File: src/common/ahrm_pkg.sv
// Purpose: Shared constants and carriers for the analyzer holding-register bank.
// Assumes: 16-bit register words addressed by register number.
// Notes: Wide values occupy an even/odd register pair, high word at the even number.
package ahrm_pkg;

  localparam int unsigned ADDR_W = 16;
  localparam int unsigned WORD_W = 16;

  // Register numbers
  localparam logic [15:0] REG_H2_HI = 16'h0000;
  localparam logic [15:0] REG_H2_LO = 16'h0001;
  localparam logic [15:0] REG_MODEL_BASE = 16'h001F;
  localparam logic [15:0] REG_PSER_BASE = 16'h0029;
  localparam logic [15:0] REG_SSER_BASE = 16'h0033;
  localparam logic [15:0] REG_FW_BASE = 16'h0059;
  localparam logic [15:0] REG_STRING_LEN = 16'h000A;
  localparam logic [15:0] REG_UNIT_STATUS = 16'h006F;
  localparam logic [15:0] REG_ERR_HI = 16'h0070;
  localparam logic [15:0] REG_GAS1_HI = 16'h007E;
  localparam logic [15:0] REG_DATE_HI = 16'h0080;
  localparam logic [15:0] REG_GAS2_HI = 16'h0082;
  localparam logic [15:0] REG_CAL_BEGIN = 16'h0084;
  localparam logic [15:0] REG_CAL_CANCEL = 16'h0085;
  localparam logic [15:0] REG_CAL_PROGRESS = 16'h0086;
  localparam logic [15:0] REG_GAS_SELECT = 16'h0087;

  // Field positions and value ranges
  localparam int unsigned READY_BIT = 15;
  localparam logic [15:0] CAL_MIN_MINUTES = 16'h003C;
  localparam logic [15:0] CAL_MAX_MINUTES = 16'h05A0;
  localparam logic [31:0] GAS_MAX_PPM = 32'h000F_4240;
  localparam logic [15:0] CMD_ABORT = 16'h0001;
  localparam logic [15:0] CMD_CLEAR = 16'h0002;
  localparam logic [15:0] CMD_GAS_ONE = 16'h0001;
  localparam logic [15:0] CMD_GAS_TWO = 16'h0002;

  // Reset values
  localparam logic [31:0] WIDE_RESET = 32'h0000_0000;
  localparam logic [15:0] WORD_RESET = 16'h0000;

  typedef struct packed {
    logic valid;
    logic write;
    logic [15:0] addr;
    logic [15:0] wdata;
  } ahrm_req_t;

  typedef struct packed {
    logic valid;
    logic error;
    logic [15:0] rdata;
  } ahrm_rsp_t;

  typedef struct packed {
    logic start;
    logic [15:0] minutes;
    logic abort;
    logic clear;
    logic gas_one;
    logic gas_two;
  } ahrm_cal_cmd_t;

  // True when addr falls in [base, base+count)
  function automatic logic ahrm_in_span(input logic [15:0] addr, input logic [15:0] base,
                                        input logic [15:0] count);
    logic [16:0] top;
    top = {1'b0, base} + {1'b0, count};
    return ({1'b0, addr} >= {1'b0, base}) && ({1'b0, addr} < top);
  endfunction

endpackage

File: src/verilog/ahrm_string_rom.sv
// Purpose: Read-only ASCII identification strings, ten registers each.
// Assumes: First register of a string holds its first two characters.
// Notes: Purely combinational; the caller registers the result.
`timescale 1ns/1ns
module ahrm_string_rom import ahrm_pkg::*; #(
  parameter logic [159:0] MODEL_STR = {"MODEL-A", {13{8'h20}}},
  parameter logic [159:0] PSER_STR = {"PSN-0000", {12{8'h20}}},
  parameter logic [159:0] SSER_STR = {"SSN-0000", {12{8'h20}}},
  parameter logic [159:0] FW_STR = {"FW-0.0", {14{8'h20}}}
) (
  input wire logic [15:0] addr,
  output logic hit,
  output logic [15:0] word
);

  logic [159:0] sel_str;
  logic [15:0] offs;
  logic [3:0] idx;

  always_comb begin
    sel_str = '0;
    offs = '0;
    hit = 1'b0;
    if (ahrm_in_span(addr, REG_MODEL_BASE, REG_STRING_LEN)) begin
      sel_str = MODEL_STR;
      offs = addr - REG_MODEL_BASE;
      hit = 1'b1;
    end else if (ahrm_in_span(addr, REG_PSER_BASE, REG_STRING_LEN)) begin
      sel_str = PSER_STR;
      offs = addr - REG_PSER_BASE;
      hit = 1'b1;
    end else if (ahrm_in_span(addr, REG_SSER_BASE, REG_STRING_LEN)) begin
      sel_str = SSER_STR;
      offs = addr - REG_SSER_BASE;
      hit = 1'b1;
    end else if (ahrm_in_span(addr, REG_FW_BASE, REG_STRING_LEN)) begin
      sel_str = FW_STR;
      offs = addr - REG_FW_BASE;
      hit = 1'b1;
    end
    idx = offs[3:0];
    // Register 0 of the string is the most significant word
    word = sel_str[159 - 16 * idx -: 16];
  end

endmodule

File: src/verilog/ahrm_holding_regs.sv
// Purpose: Holding-register bank of the hydrogen analyzer behind the serial register protocol.
// Assumes: Framing, CRC and exception encoding live outside; one decoded access per request.
// Notes: Answer is registered, one cycle after the request; error marks an exception answer.
//
// Overview of operation
// - Hydrogen ppm, 32-bit read-only, registers 0/1
// - Register 132 write starts field calibration
// - Register 133: 1 aborts, 2 clears calibration
// - Register 134 reads calibration status and error
// - Register 111 holds read-only unit status
// - Registers 112/113 hold 32-bit error flags
// - Unit status bit 15 means ready
// - Hydrogen reads zero until ready
// - High-word read latches low word for next
// - Wide writes commit after both words arrive
`timescale 1ns/1ns
module ahrm_holding_regs import ahrm_pkg::*; #(
  parameter logic [159:0] MODEL_STR = {"MODEL-A", {13{8'h20}}},
  parameter logic [159:0] PSER_STR = {"PSN-0000", {12{8'h20}}},
  parameter logic [159:0] SSER_STR = {"SSN-0000", {12{8'h20}}},
  parameter logic [159:0] FW_STR = {"FW-0.0", {14{8'h20}}}
) (
  input wire logic mclk,
  input wire logic srst,
  input wire ahrm_req_t req,
  output ahrm_rsp_t rsp,
  input wire logic [31:0] h2_ppm,
  input wire logic unit_ready,
  input wire logic [14:0] unit_flags,
  input wire logic [31:0] error_word,
  input wire logic [7:0] cal_status,
  input wire logic [7:0] cal_error,
  output ahrm_cal_cmd_t cal_cmd,
  output logic [31:0] cal_gas_one_q,
  output logic [31:0] cal_date_q,
  output logic [31:0] cal_gas_two_q
);

  // Read capture latch for the low word of a wide value
  logic [15:0] latch_q;
  logic [15:0] latch_addr_q;
  logic latch_vld_q;
  // Pending high word of a wide write
  logic [15:0] pend_q;
  logic [15:0] pend_addr_q;
  logic pend_vld_q;

  logic str_hit;
  logic [15:0] str_word;

  ahrm_string_rom #(
    .MODEL_STR(MODEL_STR),
    .PSER_STR(PSER_STR),
    .SSER_STR(SSER_STR),
    .FW_STR(FW_STR)
  ) u_strings (
    .addr(req.addr),
    .hit(str_hit),
    .word(str_word)
  );

  logic [31:0] h2_view;
  logic [15:0] status_word;
  logic [15:0] pair_base;
  logic [15:0] next_addr;
  logic is_lo;

  assign h2_view = unit_ready ? h2_ppm : WIDE_RESET;
  assign status_word = {unit_ready, unit_flags};
  assign pair_base = {req.addr[15:1], 1'b0};
  assign is_lo = req.addr[0];
  assign next_addr = req.addr + 16'h0001;

  // Wide-value selection: every pair starts at an even register
  logic wide_hit;
  logic wide_wr_ok;
  logic [31:0] wide_v;

  always_comb begin
    wide_hit = 1'b1;
    wide_wr_ok = 1'b0;
    wide_v = WIDE_RESET;
    if (pair_base == REG_H2_HI) begin
      wide_v = h2_view;
    end else if (pair_base == REG_ERR_HI) begin
      wide_v = error_word;
    end else if (pair_base == REG_GAS1_HI) begin
      wide_v = cal_gas_one_q;
      wide_wr_ok = 1'b1;
    end else if (pair_base == REG_DATE_HI) begin
      wide_v = cal_date_q;
      wide_wr_ok = 1'b1;
    end else if (pair_base == REG_GAS2_HI) begin
      wide_v = cal_gas_two_q;
      wide_wr_ok = 1'b1;
    end else begin
      wide_hit = 1'b0;
    end
  end

  // Access decode
  logic rd_err;
  logic [15:0] rd_data;
  logic cap_en;
  logic wr_err;
  logic wr_hi;
  logic wr_commit;
  logic [31:0] commit_v;
  ahrm_cal_cmd_t cmd_d;

  always_comb begin
    rd_err = 1'b0;
    rd_data = WORD_RESET;
    cap_en = 1'b0;
    if (wide_hit) begin
      if (!is_lo) begin
        rd_data = wide_v[31:16];
        cap_en = 1'b1;
      end else if (latch_vld_q && latch_addr_q == req.addr) begin
        rd_data = latch_q;
      end else begin
        rd_data = wide_v[15:0];
      end
    end else if (req.addr == REG_UNIT_STATUS) begin
      rd_data = status_word;
    end else if (req.addr == REG_CAL_PROGRESS) begin
      rd_data = {cal_status, cal_error};
    end else if (str_hit) begin
      rd_data = str_word;
    end else begin
      // Unmapped or write-only registers answer with an exception
      rd_err = 1'b1;
    end
  end

  always_comb begin
    wr_err = 1'b0;
    wr_hi = 1'b0;
    wr_commit = 1'b0;
    commit_v = {pend_q, req.wdata};
    cmd_d = '0;
    cmd_d.minutes = cal_cmd.minutes;
    if (wide_hit) begin
      if (!wide_wr_ok) begin
        wr_err = 1'b1;
      end else if (!is_lo) begin
        wr_hi = 1'b1;
      end else if (pend_vld_q && pend_addr_q == req.addr) begin
        // Gas concentrations beyond the documented span are refused whole
        if (pair_base != REG_DATE_HI && commit_v > GAS_MAX_PPM) begin
          wr_err = 1'b1;
        end else begin
          wr_commit = 1'b1;
        end
      end else begin
        // Low word without its high word cannot be committed
        wr_err = 1'b1;
      end
    end else if (req.addr == REG_CAL_BEGIN) begin
      if (req.wdata >= CAL_MIN_MINUTES && req.wdata <= CAL_MAX_MINUTES) begin
        cmd_d.start = 1'b1;
        cmd_d.minutes = req.wdata;
      end else begin
        wr_err = 1'b1;
      end
    end else if (req.addr == REG_CAL_CANCEL) begin
      if (req.wdata == CMD_ABORT) begin
        cmd_d.abort = 1'b1;
      end else if (req.wdata == CMD_CLEAR) begin
        cmd_d.clear = 1'b1;
      end else begin
        wr_err = 1'b1;
      end
    end else if (req.addr == REG_GAS_SELECT) begin
      if (req.wdata == CMD_GAS_ONE) begin
        cmd_d.gas_one = 1'b1;
      end else if (req.wdata == CMD_GAS_TWO) begin
        cmd_d.gas_two = 1'b1;
      end else begin
        wr_err = 1'b1;
      end
    end else begin
      // Read-only, string and unmapped registers refuse writes
      wr_err = 1'b1;
    end
  end

  logic do_rd;
  logic do_wr;

  assign do_rd = req.valid && !req.write;
  assign do_wr = req.valid && req.write;

  // Answer register
  always_ff @(posedge mclk) begin
    if (srst) begin
      rsp <= '0;
    end else begin
      rsp.valid <= req.valid;
      rsp.error <= req.valid && (req.write ? wr_err : rd_err);
      if (do_rd && !rd_err) begin
        rsp.rdata <= rd_data;
      end else if (do_wr && !wr_err) begin
        rsp.rdata <= req.wdata;
      end else begin
        rsp.rdata <= WORD_RESET;
      end
    end
  end

  // Read latch: armed by a high-word read, consumed by the next read of any kind
  always_ff @(posedge mclk) begin
    if (srst) begin
      latch_q <= WORD_RESET;
      latch_addr_q <= WORD_RESET;
      latch_vld_q <= 1'b0;
    end else if (do_rd) begin
      latch_vld_q <= cap_en;
      if (cap_en) begin
        latch_q <= wide_v[15:0];
        latch_addr_q <= next_addr;
      end
    end
  end

  // Pending high word of a wide write; any other write drops it
  always_ff @(posedge mclk) begin
    if (srst) begin
      pend_q <= WORD_RESET;
      pend_addr_q <= WORD_RESET;
      pend_vld_q <= 1'b0;
    end else if (do_wr) begin
      pend_vld_q <= wr_hi;
      if (wr_hi) begin
        pend_q <= req.wdata;
        pend_addr_q <= next_addr;
      end
    end
  end

  // Calibration values change only on a complete pair
  always_ff @(posedge mclk) begin
    if (srst) begin
      cal_gas_one_q <= WIDE_RESET;
      cal_date_q <= WIDE_RESET;
      cal_gas_two_q <= WIDE_RESET;
    end else if (do_wr && wr_commit) begin
      if (pair_base == REG_GAS1_HI) begin
        cal_gas_one_q <= commit_v;
      end else if (pair_base == REG_DATE_HI) begin
        cal_date_q <= commit_v;
      end else begin
        cal_gas_two_q <= commit_v;
      end
    end
  end

  // Command pulses last one cycle; the duration holds until the next start
  always_ff @(posedge mclk) begin
    if (srst) begin
      cal_cmd <= '0;
    end else if (do_wr) begin
      cal_cmd <= cmd_d;
    end else begin
      cal_cmd.start <= 1'b0;
      cal_cmd.abort <= 1'b0;
      cal_cmd.clear <= 1'b0;
      cal_cmd.gas_one <= 1'b0;
      cal_cmd.gas_two <= 1'b0;
    end
  end

endmodule

File: config.mk
export PLATFORM = sky130hd
export DESIGN_NAME = ahrm_holding_regs
export DESIGN_NICKNAME = d
export VERILOG_FILES = /design/src/common/ahrm_pkg.sv /design/src/verilog/ahrm_string_rom.sv /design/src/verilog/ahrm_holding_regs.sv
export SDC_FILE = /design/constraint.sdc
export NUM_CORES = 1
export LEC_CHECK = 0
export BUFFER_PORTS_ARGS = -buffer_cell sky130_fd_sc_hd__buf_2
export CORE_ASPECT_RATIO = 0.8
export CORE_MARGIN = 2
export CORE_UTILIZATION = 40
export DETAILED_ROUTE_END_ITERATION = 10
export PLACE_DENSITY_LB_ADDON = 0.12
export SYNTH_ARGS = -nofsm -noshare
export SYNTH_HDL_FRONTEND = slang
export SYNTH_SLANG_ARGS = --single-unit
File: constraint.sdc
create_clock -name mclk -period 4 [get_ports mclk]
set_input_delay 0.4 -clock mclk [delete_from_list [all_inputs] [get_ports mclk]]
set_output_delay 0.4 -clock mclk [all_outputs]
set_load 0.01 [all_outputs]
### Word level (Yosys, flattened, before mapping)

Cells that the tools add are included.

* flip-flop bits (word level): 201
* bits in latches: 0
* RAM bits: 0
* bits in read-only memories: 0
* bits of input ports: 132
* output and inout bits: 135
* logic and storage cells: 146
* memories kept: 0

* $add $sub $neg: 6
* multiply operators: 0
* div/mod/pow operators: 0
* $lt $le $gt $ge: 11
* eq/ne operators: 14
* shift-type cells: 1
* muxes and demuxes: 62
* bitwise gates (word level): 7
* reductions and logical operators: 27

Operator list (number)
* $mux 160: 3
* $mux 32: 6
* $shiftx 175x33->16: 1
* $mux 159: 1
* $mux 16: 8
* $eq 16x8->1 const B: 4
* $ge 16x6->1 const B: 3
* $lt 16x6->1 const B: 3
* $mux 1: 39
* $eq 16x16->1: 2
* $gt 32x20->1 const B: 1
* $eq 15x6->1 const B: 2
* $eq 15x7->1 const B: 2
* $mux 17: 1
* $add 16x1->16 const B: 1
* $eq 16x1->1 const B: 1
* $eq 16x2->1 const B: 1
* $eq 16x7->1 const B: 1
* $ge 16x5->1 const B: 1
* $ge 16x7->1 const B: 1
* $le 16x11->1 const B: 1
* $logic_not 16->1: 1
* $lt 16x7->1 const B: 1
* $mux 4: 4
* 13 further kinds: 39

### Logic depth before layout (Yosys ltp)

Gate-level depths: netlist of run 1.

* depth in word-level cells: 13
* gate-level depth with buffers: 18
* gate-level depth less buffers: 14

### Cells and area by module

A second synthesis of run 1 with hierarchy kept.

* cells, all modules: 1343
* area total of the unflattened synthesis: 10695.3 um^2

Modules (own cells, without submodules)
* ahrm_holding_regs: times used 1, cells an instance 1185, area each 9605.5 um^2, seq. area each 4023.9 um^2
* ahrm_string_rom: times used 1, cells an instance 158, area each 1089.8 um^2, seq. area each 0.0 um^2

### Worst setup path before layout of run 1

OpenSTA, ideal clock, no wires.

* kind: input -> register
* start point: input port req[16] in the netlist's numbering
* end point: register rsp[14] in the netlist's numbering
* setup time: 0.069 ns
* arrival time: 3.676 ns
* data required time: 3.931 ns
* setup slack: 0.255 ns
* cell stages on the path: 18
* buffers on the path: 4
* cell sequence: clkbuf_1 inv_1 ha_1 nand2b_1 a21oi_1 o21a_1 buf_2 buf_2 o31ai_1 nor3b_1 ha_1 buf_1 nor4b_1 nand3b_1 a21oi_1 o211ai_1 and3_1 o21ai_1

* word-level cells in the longest chain between the ends: 13
* elaborated cells on any way between the ends: 62
* classes of those cells: add/sub: 5; order compare: 8; eq/ne: 7; shift: 1; mux: 31; reduce/logical: 10

RTL lines
* start, declared: RTL line ahrm_holding_regs.sv:25 `input wire ahrm_req_t req,`
* $ge 16x7->1 or $lt 16x7->1 (tied branches): RTL line ahrm_pkg.sv:68 `return ({1'b0, addr} >= {1'b0, base}) && ({1'b0, addr} < top);`
* $logic_and 1x1->1: RTL line ahrm_pkg.sv:68
* $mux 4 or $mux 1 (tied branches): RTL line ahrm_string_rom.sv:36 `end else if (ahrm_in_span(addr, REG_FW_BASE, REG_STRING_LEN)) begin`
* $mux 4 or $mux 1 (tied branches): RTL line ahrm_string_rom.sv:32 `end else if (ahrm_in_span(addr, REG_SSER_BASE, REG_STRING_LEN)) begin`
* $mux 4 or $mux 1 (tied branches): RTL line ahrm_string_rom.sv:28 `end else if (ahrm_in_span(addr, REG_PSER_BASE, REG_STRING_LEN)) begin`
* $mux 4 or $mux 1 (tied branches): RTL line ahrm_string_rom.sv:24 `if (ahrm_in_span(addr, REG_MODEL_BASE, REG_STRING_LEN)) begin`
* $sub 8x8->9 or $mux 1 (tied branches): RTL line ahrm_string_rom.sv:43, ahrm_holding_regs.sv:128
* $shiftx 175x33->16 or $mux 1 (tied branches): RTL line ahrm_string_rom.sv:43, ahrm_holding_regs.sv:126
* $mux 16 or $mux 1 (tied branches): RTL line ahrm_holding_regs.sv:128, ahrm_holding_regs.sv:124
* $mux 16 or $mux 1 (tied branches): RTL line ahrm_holding_regs.sv:126, ahrm_holding_regs.sv:115
* $mux 16 or $logic_not 1->1 (tied branches): RTL line ahrm_holding_regs.sv:124, ahrm_holding_regs.sv:201
* $mux 16 or $logic_and 1x1->1 (tied branches): RTL line ahrm_holding_regs.sv:115, ahrm_holding_regs.sv:201
* $mux 16 *: RTL line ahrm_holding_regs.sv:201 `if (do_rd && !rd_err) begin`
* end, declared: RTL line ahrm_holding_regs.sv:26 `output ahrm_rsp_t rsp,`

Every way passes the cells marked *; elsewhere a longest branch is shown, timed or not.
A chain may end at the register's enable or synchronous reset.

### Worst setup path in the final report of run 1

* start point: input port req[17] in the netlist's numbering
* end point: register rsp[14] in the netlist's numbering

The elaborated chain is that of the path after synthesis.

==> run_results.csv, run 1 <==
group,metric,value,unit
status,outcome,"complete, no violations",
detailed_routing,drc_errors,0,
detailed_routing,first_iter_violations,1143,
floorplan,core_area,24400,sq um
logic_synthesis,synth_ff_type,"dfxtp_1",
clocking,worstSkewPairLatency,0.54,ns
clocking,cts_tree,"done",
placement,io_buffers,266,
logic_synthesis,synth_cell_types,72,
final_layout,fillers,2458,
sta,tightest_slew,1.20,ns
floorplan,rows,51,
sta,skew,0.0278,ns
clocking,htree_levels,1,
critical_path,endpoint_kind,"flip-flop",
logic_synthesis,netlist_area,9920,sq um
power,leakage,5.45,nW
sta,max_freq,291,MHz
logic_synthesis,yosysWarnings,0,
final_layout,drive_above_1_share,0.258,
hold_path,worstHoldPathType,"input port to flip-flop",
clocking,cts_resized,0,
critical_path,cp-start-kind,"input port",
clocking,holdBufCountCts,0,
detailed_routing,drt_wl_total,40300,um
global_route,grt_overflow,0,
detailed_routing,wl_per_cell,22.7,um
sta,fin_setup_tns,0,ns
power,worst_ir_drop_vdd,252,uV
floorplan,die_x,180,um
final_layout,final_cell_count_no_fill,1779,
global_route,grt_pass1_vias,9429,
sta,drv_slew,0,
detailed_routing,avgViaCountPerCell,5.79,
placement,place_congestion,0.930,
floorplan,die_h,145,um
logic_synthesis,syn-num-nets,1334,
floorplan,initial_core_util,0.407,
detailed_routing,num_vias,10300,
logic_synthesis,syn_avg_cell_area,8.30,sq um
clocking,numCtsBuffers,22,
placement,place_ws,0.172,ns
logic_synthesis,ys_ff_latch,201,
clocking,clkSinkCount,201,
global_route,gr-usage-all-layers,0.294,
sta,rsz0062_at_grt,"false",
final_layout,area_growth,25.1,%
clocking,ctsLongestPathBuffers,3,
power,power.density,350,nW/um^2
detailed_routing,drtAntennaViolNets,0,
sta,slew_headroom,0.196,
placement,dp.cells,1740,
power,p_total,4.34,mW
clocking,path_clk_slew,0.06,ns
global_route,grt_pass1_wl,58700,um
sta,finalHoldViolCount,0,
critical_path,crit_arrival,3.88,ns
global_route,grt_max_degree,61,
global_route,grt_antenna_before_repair,1,
run,cap_viol_max_count,0,
final_layout,post-route-cell-area,12400,sq um
logic_synthesis,yosysSeqAreaShare,0.406,
critical_path,worstPathMaxFanout,10,
detailed_routing,first_pass_iters,8,
logic_synthesis,synth_enable_flop_cells,0,
logic_synthesis,ys_async_sr_fraction,0,
final_layout,nets,1584,
sta,setup_viol,0,
sta,fin_crit,3.44,ns
critical_path,worst-setup-path-type,"input port to flip-flop",
sta,setup_ws,0.560,ns
floorplan,dieArea,26100,sq um
placement,dpl_cell_area,11700,sq um
critical_path,critPathRequiredTime,4.44,ns
clocking,root_buffer,"clkbuf_16",
floorplan,ios,267,
logic_synthesis,syn_inst,1196,
sta,finalCritPeriodShare,0.860,
placement,dpl.hpwl,29700,um
clocking,postCtsSetupBuffers,0,
cell families after synthesis:
group           synth area share
simple gates               0.240
compound gates             0.180
flops                      0.406
buf+inv                   0.0435
mux                       0.0902
xor+xnor                  0.0328
fa+ha+maj                0.00757
worst paths after layout:
| kind | slack [ns] | cells past startpoint | from | to |
|---|---|---|---|---|
| worst max-delay path | 0.56 | 14 | req[17] | rsp[14] |
| worst min-delay path | 0.21 | 2 | req[33] | rsp[17] |
| worst max register to register | 1.14 | 8 | pend_q[5] | cal_gas_two_q[27] |
| worst min register to register | 0.45 | 2 | latch_vld_q | latch_vld_q |
metal layers:
layer  global-route usage  share of wire  up-vias
met5                    0              0        -
met4               0.0828          0.027        0
met3               0.0601          0.092       63
met2                0.425           0.42      532
met1                0.439           0.47     4960
li1                     -              -     4744
worst max-delay path, cell delays in order:
cell	delay [ns]
buf_2	0.16
buf_4	0.18
ha_1	0.32
o32ai_1	0.47
a22oi_1	0.25
nor3_1	0.38
nor3b_1	0.11
ha_1	0.22
nor4b_1	0.41
nand3b_1	0.12
a21oi_1	0.27
o211ai_1	0.20
and3_1	0.22
o21ai_1	0.16
cell usage after synthesis (16+ instances only):
cell type | n | area (sq um)
a221o_1 | 16 | 160
nand2_1 | 205 | 769
nor2_1 | 96 | 360
dfxtp_1 | 201 | 4020
nor3_1 | 22 | 110
and2_1 | 50 | 313
nand3_1 | 17 | 85.1
a21oi_1 | 118 | 591
xnor2_1 | 21 | 184
o21ai_0 | 35 | 175
nor4_1 | 19 | 119
buf_2 | 18 | 90.1
mux2i_1 | 86 | 861
clkbuf_1 | 61 | 229
through the flow:
stage,hold WS (ns),util
after floorplan,0.428,-
after global placement,0.435,0.480
after detailed placement,0.439,0.480
after CTS,0.197,0.509
after global routing,0.216,0.509
final,0.210,0.509
sequential cells by signal, indices dropped and copies added, names as in the netlist:
name,flops
pend_vld_q,1
pend_q,16
cal_date_q,32
rsp,18
latch_addr_q,16
cal_gas_one_q,32
pend_addr_q,16
cal_gas_two_q,32
latch_vld_q,1
cal_cmd,21
latch_q,16
final cells by class:
type | count | area [sq um] | area share
Inverter | 11 | 41.3 | 0.00333
Antenna cell | 1 | 2.50 | 0.000202
Sequential cell | 201 | 4020 | 0.324
Clock inverter | 3 | 68.8 | 0.00554
Clock buffer | 35 | 639 | 0.0515
Timing Repair Buffer | 318 | 1740 | 0.140
Tap cell | 318 | 398 | 0.0320
Multi-Input combinational cell | 892 | 5510 | 0.443
placed cells by master (no fill, tap or decap), drive strengths merged, types with 4 or more instances in the layout:
cell,n
buf,318
nand2,206
dfxtp,201
a21oi,118
nor2,97
mux2i,86
and2,50
o21ai,39
clkbuf,35
nor3,27
nor4,23
xnor2,22
nand3,17
a221o,16
a222oi,14
xor2,13
nand2b,11
and3,11
a22oi,11
a221oi,11
inv,11
o211ai,9
or3,9
nand4,7
o21a,6
nor2b,6
ha,6
o31ai,5
a22o,5
or4,5
or2,4
o221ai,4
a31oi,4
o22ai,4
power by group:
group	switching [mW]	internal, mW
logic	0.210	0.105
registers	0.000180	2.00
clock network	0.862	1.17
No activity file was read; power rests on OpenSTA's default activity.
==> run 2, diff against run 1 <==
- CTS_CLUSTER_SIZE: default -> 30
- REMOVE_ABC_BUFFERS: default -> 1
==> run_results.csv, run 2 (same netlist as run 1, synthesis figures left out) <==
group,metric,value,unit
status,outcome,"complete, no violations",
floorplan,dieArea,26100,sq um
clocking,clkSinkCount,201,
sta,fin_setup_tns,0,ns
hold_path,holdPathEnd,"rsp[17]",
detailed_routing,num_vias,10300,
sta,skew,0.0199,ns
detailed_routing,avgViaCountPerCell,5.72,
critical_path,endpoint_kind,"flip-flop",
floorplan,die_x,180,um
sta,fin_crit,3.31,ns
clocking,worstSkewPairLatency,0.53,ns
sta,rsz0062_at_grt,"false",
placement,place_congestion,0.952,
final_layout,largestRegisters,"cal_date_q: 32 flops, cal_gas_one_q: 32 flops, cal_gas_two_q: 32 flops",
run,cap_viol_max_count,0,
critical_path,cp-start-kind,"input port",
global_route,grt_pass1_vias,9592,
final_layout,fillers,2423,
clocking,htree_levels,1,
critical_path,crit_arrival,3.75,ns
final_layout,area_growth,26.9,%
floorplan,rows,51,
sta,setup_viol,0,
detailed_routing,wl_per_cell,22.9,um
power,p_total,4.44,mW
clocking,numCtsBuffers,22,
clocking,holdBufCountCts,0,
power,leakage,5.54,nW
clocking,path_clk_slew,0.06,ns
sta,tightest_slew,1.12,ns
global_route,grt_antenna_before_repair,0,
critical_path,reg2reg_to,"cal_date_q[29]",
final_layout,nets,1597,
hold_path,worstHoldPathType,"input port to flip-flop",
critical_path,r2r.worst_path.cells,9,
hold_path,worstHoldStart,"req[33]",
global_route,grt_pass1_wl,60400,um
critical_path,worst-setup-path-type,"input port to flip-flop",
power,power.density,352,nW/um^2
critical_path,r2r_start,"pend_addr_q[2]",
final_layout,mostFrequentLayoutCells,"buf_2 (265), nand2_1 (205), dfxtp_1 (201)",
global_route,gr-usage-all-layers,0.302,
final_layout,layout_commonest_cell,"buf_2",
detailed_routing,drt_wl_total,41000,um
floorplan,die_h,145,um
floorplan,initial_core_util,0.407,
placement,io_buffers,266,
critical_path,critPathRequiredTime,4.44,ns
power,worst_ir_drop_vdd,305,uV
detailed_routing,drc_errors,0,
floorplan,ios,267,
detailed_routing,first_pass_iters,5,
final_layout,final_cell_count_no_fill,1794,
clocking,cts_tree,"done",
critical_path,crit_start,"req[24]",
global_route,grt_overflow,0,
critical_path,r2r_slack,1.08,ns
hold_path,hold_depth,2,
critical_path,worstPathMaxFanout,5,
clocking,root_buffer,"clkbuf_16",
clocking,cts_resized,0,
sta,finalCritPeriodShare,0.828,
placement,dpl.hpwl,30300,um
sta,slew_headroom,0.251,
floorplan,core_area,24400,sq um
sta,drv_slew,0,
sta,finalHoldViolCount,0,
global_route,grt_max_degree,51,
placement,dp.cells,1753,
final_layout,drive_above_1_share,0.269,
clocking,postCtsSetupBuffers,0,
clocking,ctsLongestPathBuffers,3,
detailed_routing,drtAntennaViolNets,0,
detailed_routing,first_iter_violations,1103,
sta,max_freq,302,MHz
==> run 2: routing by layer <==
layer  GRT usage  vias to the layer above  share of wire
met2       0.455                      482           0.43
met3      0.0696                       57          0.089
li1            -                     4776              -
met1       0.438                     4951           0.47
met4      0.0658                        0          0.019
met5           0                        -              0
==> run 2: power by group <==
group,internal [mW],leakage [nW],switching (mW)
logic,0.105,3.55,0.206
clock network,1.26,0.373,0.866
registers,2.00,1.62,0.000252
==> run 2: critical path, stage by stage <==
cell,delay (ns)
buf_2,0.14
nor4_1,0.67
and3_1,0.38
a22oi_1,0.18
o31ai_1,0.36
nor3b_1,0.09
ha_1,0.21
nor4b_1,0.40
mux2i_1,0.15
nor4_1,0.33
o21ai_1,0.13
a21o_1,0.18
a21oi_1,0.13
==> run 2: worst max-delay path by stage <==
stage | end | slack, ns | cells after the start
after global placement | rsp[8] | 0.22 | 13
final | rsp[8] | 0.69 | 13
after floorplan | latch_addr_q[10] | -0.08 | 7
after global routing | rsp[8] | 0.29 | 13
after CTS | rsp[8] | 0.77 | 13
after detailed placement | rsp[8] | 0.24 | 13
==> run 2: layout make-up <==
| type | instances | area [sq um] | area share |
|---|---|---|---|
| Timing Repair Buffer | 331 | 1870 | 0.149 |
| Sequential cell | 201 | 4020 | 0.320 |
| Tap cell | 318 | 398 | 0.0316 |
| Multi-Input combinational cell | 892 | 5500 | 0.437 |
| Clock buffer | 31 | 644 | 0.0512 |
| Clock inverter | 9 | 113 | 0.00894 |
| Inverter | 11 | 41.3 | 0.00328 |
| Antenna cell | 1 | 2.50 | 0.000199 |
==> run 2: through the flow <==
step | worst slack (ns) | hold WS (ns) | instance area, sq um | util
after floorplan | -0.0768 | 0.421 | 9530 | -
after global placement | 0.217 | 0.436 | 11800 | 0.485
after detailed placement | 0.243 | 0.442 | 11800 | 0.485
after CTS | 0.765 | 0.167 | 12600 | 0.516
after global routing | 0.294 | 0.183 | 12600 | 0.516
final | 0.688 | 0.188 | 12600 | 0.517
==> run 3, diff against run 2 <==
- clock period: 4 -> 3.2 ns (I/O delays scaled with it)
==> run_results.csv, run 3 (same netlist as run 1, synthesis figures left out) <==
group,metric,value,unit
status,outcome,"complete, no violations",
clocking,numCtsBuffers,22,
clocking,postCtsSetupBuffers,0,
final_layout,largestRegisters,"cal_date_q: 32 flops, cal_gas_one_q: 32 flops, cal_gas_two_q: 32 flops",
floorplan,die_h,145,um
critical_path,crit_end,"rsp[3]",
power,power_frac_seq,0.454,
detailed_routing,drt_wl_total,42500,um
power,clkPwrFrac,0.466,
power,swShare,0.243,
run,cap_viol_max_count,0,
floorplan,initial_core_util,0.407,
detailed_routing,avgViaCountPerCell,5.61,
floorplan,ios,267,
sta,finalHoldViolCount,0,
clocking,root_buffer,"clkbuf_16",
power,power.density,410,nW/um^2
critical_path,worst-setup-path-type,"input port to flip-flop",
floorplan,core_area,24400,sq um
final_layout,layout_commonest_cell,"buf_2",
placement,place_congestion,0.935,
sta,setup_viol,0,
power,p_total,5.51,mW
power,leakage,6.06,nW
sta,drv_slew,0,
detailed_routing,num_vias,10600,
power,p_switching,1.34,mW
sta,holdWs,0.101,ns
final_layout,drive_above_1_share,0.317,
global_route,grt_max_degree,56,
critical_path,crit_start,"req[17]",
detailed_routing,first_iter_violations,1248,
detailed_routing,first_pass_iters,5,
critical_path,reg2reg_to,"cal_gas_two_q[9]",
critical_path,r2r_slack,0.52,ns
clocking,worstSkewPairLatency,0.54,ns
critical_path,r2r_start,"pend_addr_q[2]",
critical_path,cp-start-kind,"input port",
sta,tightest_slew,0.780,ns
global_route,grt_overflow,0,
power,p_comb_frac,0.079,
detailed_routing,drtAntennaViolNets,0,
detailed_routing,wl_per_cell,22.4,um
critical_path,endpoint_kind,"flip-flop",
sta,skew,0.0288,ns
critical_path,critPathRequiredTime,3.64,ns
clocking,htree_levels,1,
placement,dpl.hpwl,32300,um
critical_path,r2r.worst_path.cells,10,
global_route,gr-usage-all-layers,0.314,
global_route,grt_pass1_wl,62500,um
clocking,holdBufCountCts,0,
power,p_int,4.17,mW
placement,io_buffers,266,
floorplan,dieArea,26100,sq um
global_route,grt_antenna_before_repair,3,
clocking,path_clk_slew,0.06,ns
critical_path,crit_arrival,3.40,ns
floorplan,die_x,180,um
sta,finalCritPeriodShare,0.926,
global_route,grt_pass1_vias,9996,
final_layout,mostFrequentLayoutCells,"buf_2 (265), nand2_1 (205), dfxtp_1 (201)",
sta,max_freq,338,MHz
floorplan,rows,51,
clocking,cts_tree,"done",
clocking,ctsLongestPathBuffers,3,
critical_path,worstPathMaxFanout,14,
sta,slew_headroom,0.467,
detailed_routing,drc_errors,0,
final_layout,nets,1702,
sta,fin_crit,2.96,ns
hold_path,worstHoldPathType,"input port to flip-flop",
clocking,clkSinkCount,201,
final_layout,area_growth,35.3,%
power,worst_ir_drop_vdd,307,uV
[run 3: cell count changes in the layout (fill, tap and decap cells not counted), moves of 3 or more]
| cell | before | now |
|---|---|---|
| clkbuf_1 | 3 | 8 |
| buf_12 | 4 | 8 |
| clkinv_2 | 4 | 1 |
| buf_4 | 62 | 163 |
[run 3: worst min path at each step]
stage	depth (start not counted)	slack (ns)	startpoint	to
after CTS	2	0.08	req[33]	rsp[17]
after detailed placement	1	0.44	cal_cmd[17]	cal_cmd[17]
after floorplan	1	0.39	srst	cal_date_q[0]
final	2	0.10	req[33]	rsp[17]
after global routing	2	0.1	req[33]	rsp[17]
after global placement	2	0.43	latch_q[3]	latch_q[3]
[run 3: stage by stage]
step | setup TNS [ns] | setup WS, ns | cells | instance area [sq um] | util
floorplan | -23.65 | -0.797 | 1104 | 9530 | -
global placement | -10.50 | -0.335 | 1858 | 12700 | 0.520
detailed placement | -12.71 | -0.416 | 1858 | 12700 | 0.520
CTS | 0 | 0.107 | 1897 | 13400 | 0.550
global route | -0.00421 | -0.00421 | 1898 | 13400 | 0.551
finish | 0 | 0.238 | 1898 | 13400 | 0.551
[run 3: final cells by class]
class                      count  area, sq um
tap                          318          398
clock inverter                 3         65.1
antenna                        1         2.50
multi-input combinational    892         5530
clock buffer                  36          663
fill                        2344        10900
timing repair buffer         436         2710
inverter                      11         41.3
sequential                   201         4020
[run 3: critical path: stages]
cell and delay (ns):
buf_2 0.14, buf_4 0.14, ha_1 0.21, buf_4 0.18, nand2_1 0.09, nor3_1 0.05
buf_4 0.14, o21a_1 0.23, buf_4 0.21, a221o_1 0.34, o22ai_2 0.42, xnor2_4 0.20
and2b_1 0.24, a311oi_1 0.11, nand3b_1 0.19, a32oi_1 0.20
[run 3: power by group through the flow]
stage	Combinational (mW)	Sequential, mW	Clock (mW)
final	0.437	2.50	2.57
after global routing	0.460	2.50	2.70
after CTS	0.425	2.50	2.61
after detailed placement	0.424	2.56	0
after global placement	0.426	2.56	0
after floorplan	0.102	2.56	0
[run 3: what timing repair did]
action / in CTS / in global routing
gates resized for setup: 0 / 5
hold endpoints to repair: 0 / 0
setup endpoints to repair: 0 / 10
[run 3: layer usage]
metal	routed length, um	up-vias	global-route usage
met5	0	-	0
met4	1050	0	0.0815
met3	3960	64	0.0711
met2	17800	498	0.477
met1	19700	5102	0.449
li1	-	4980	-
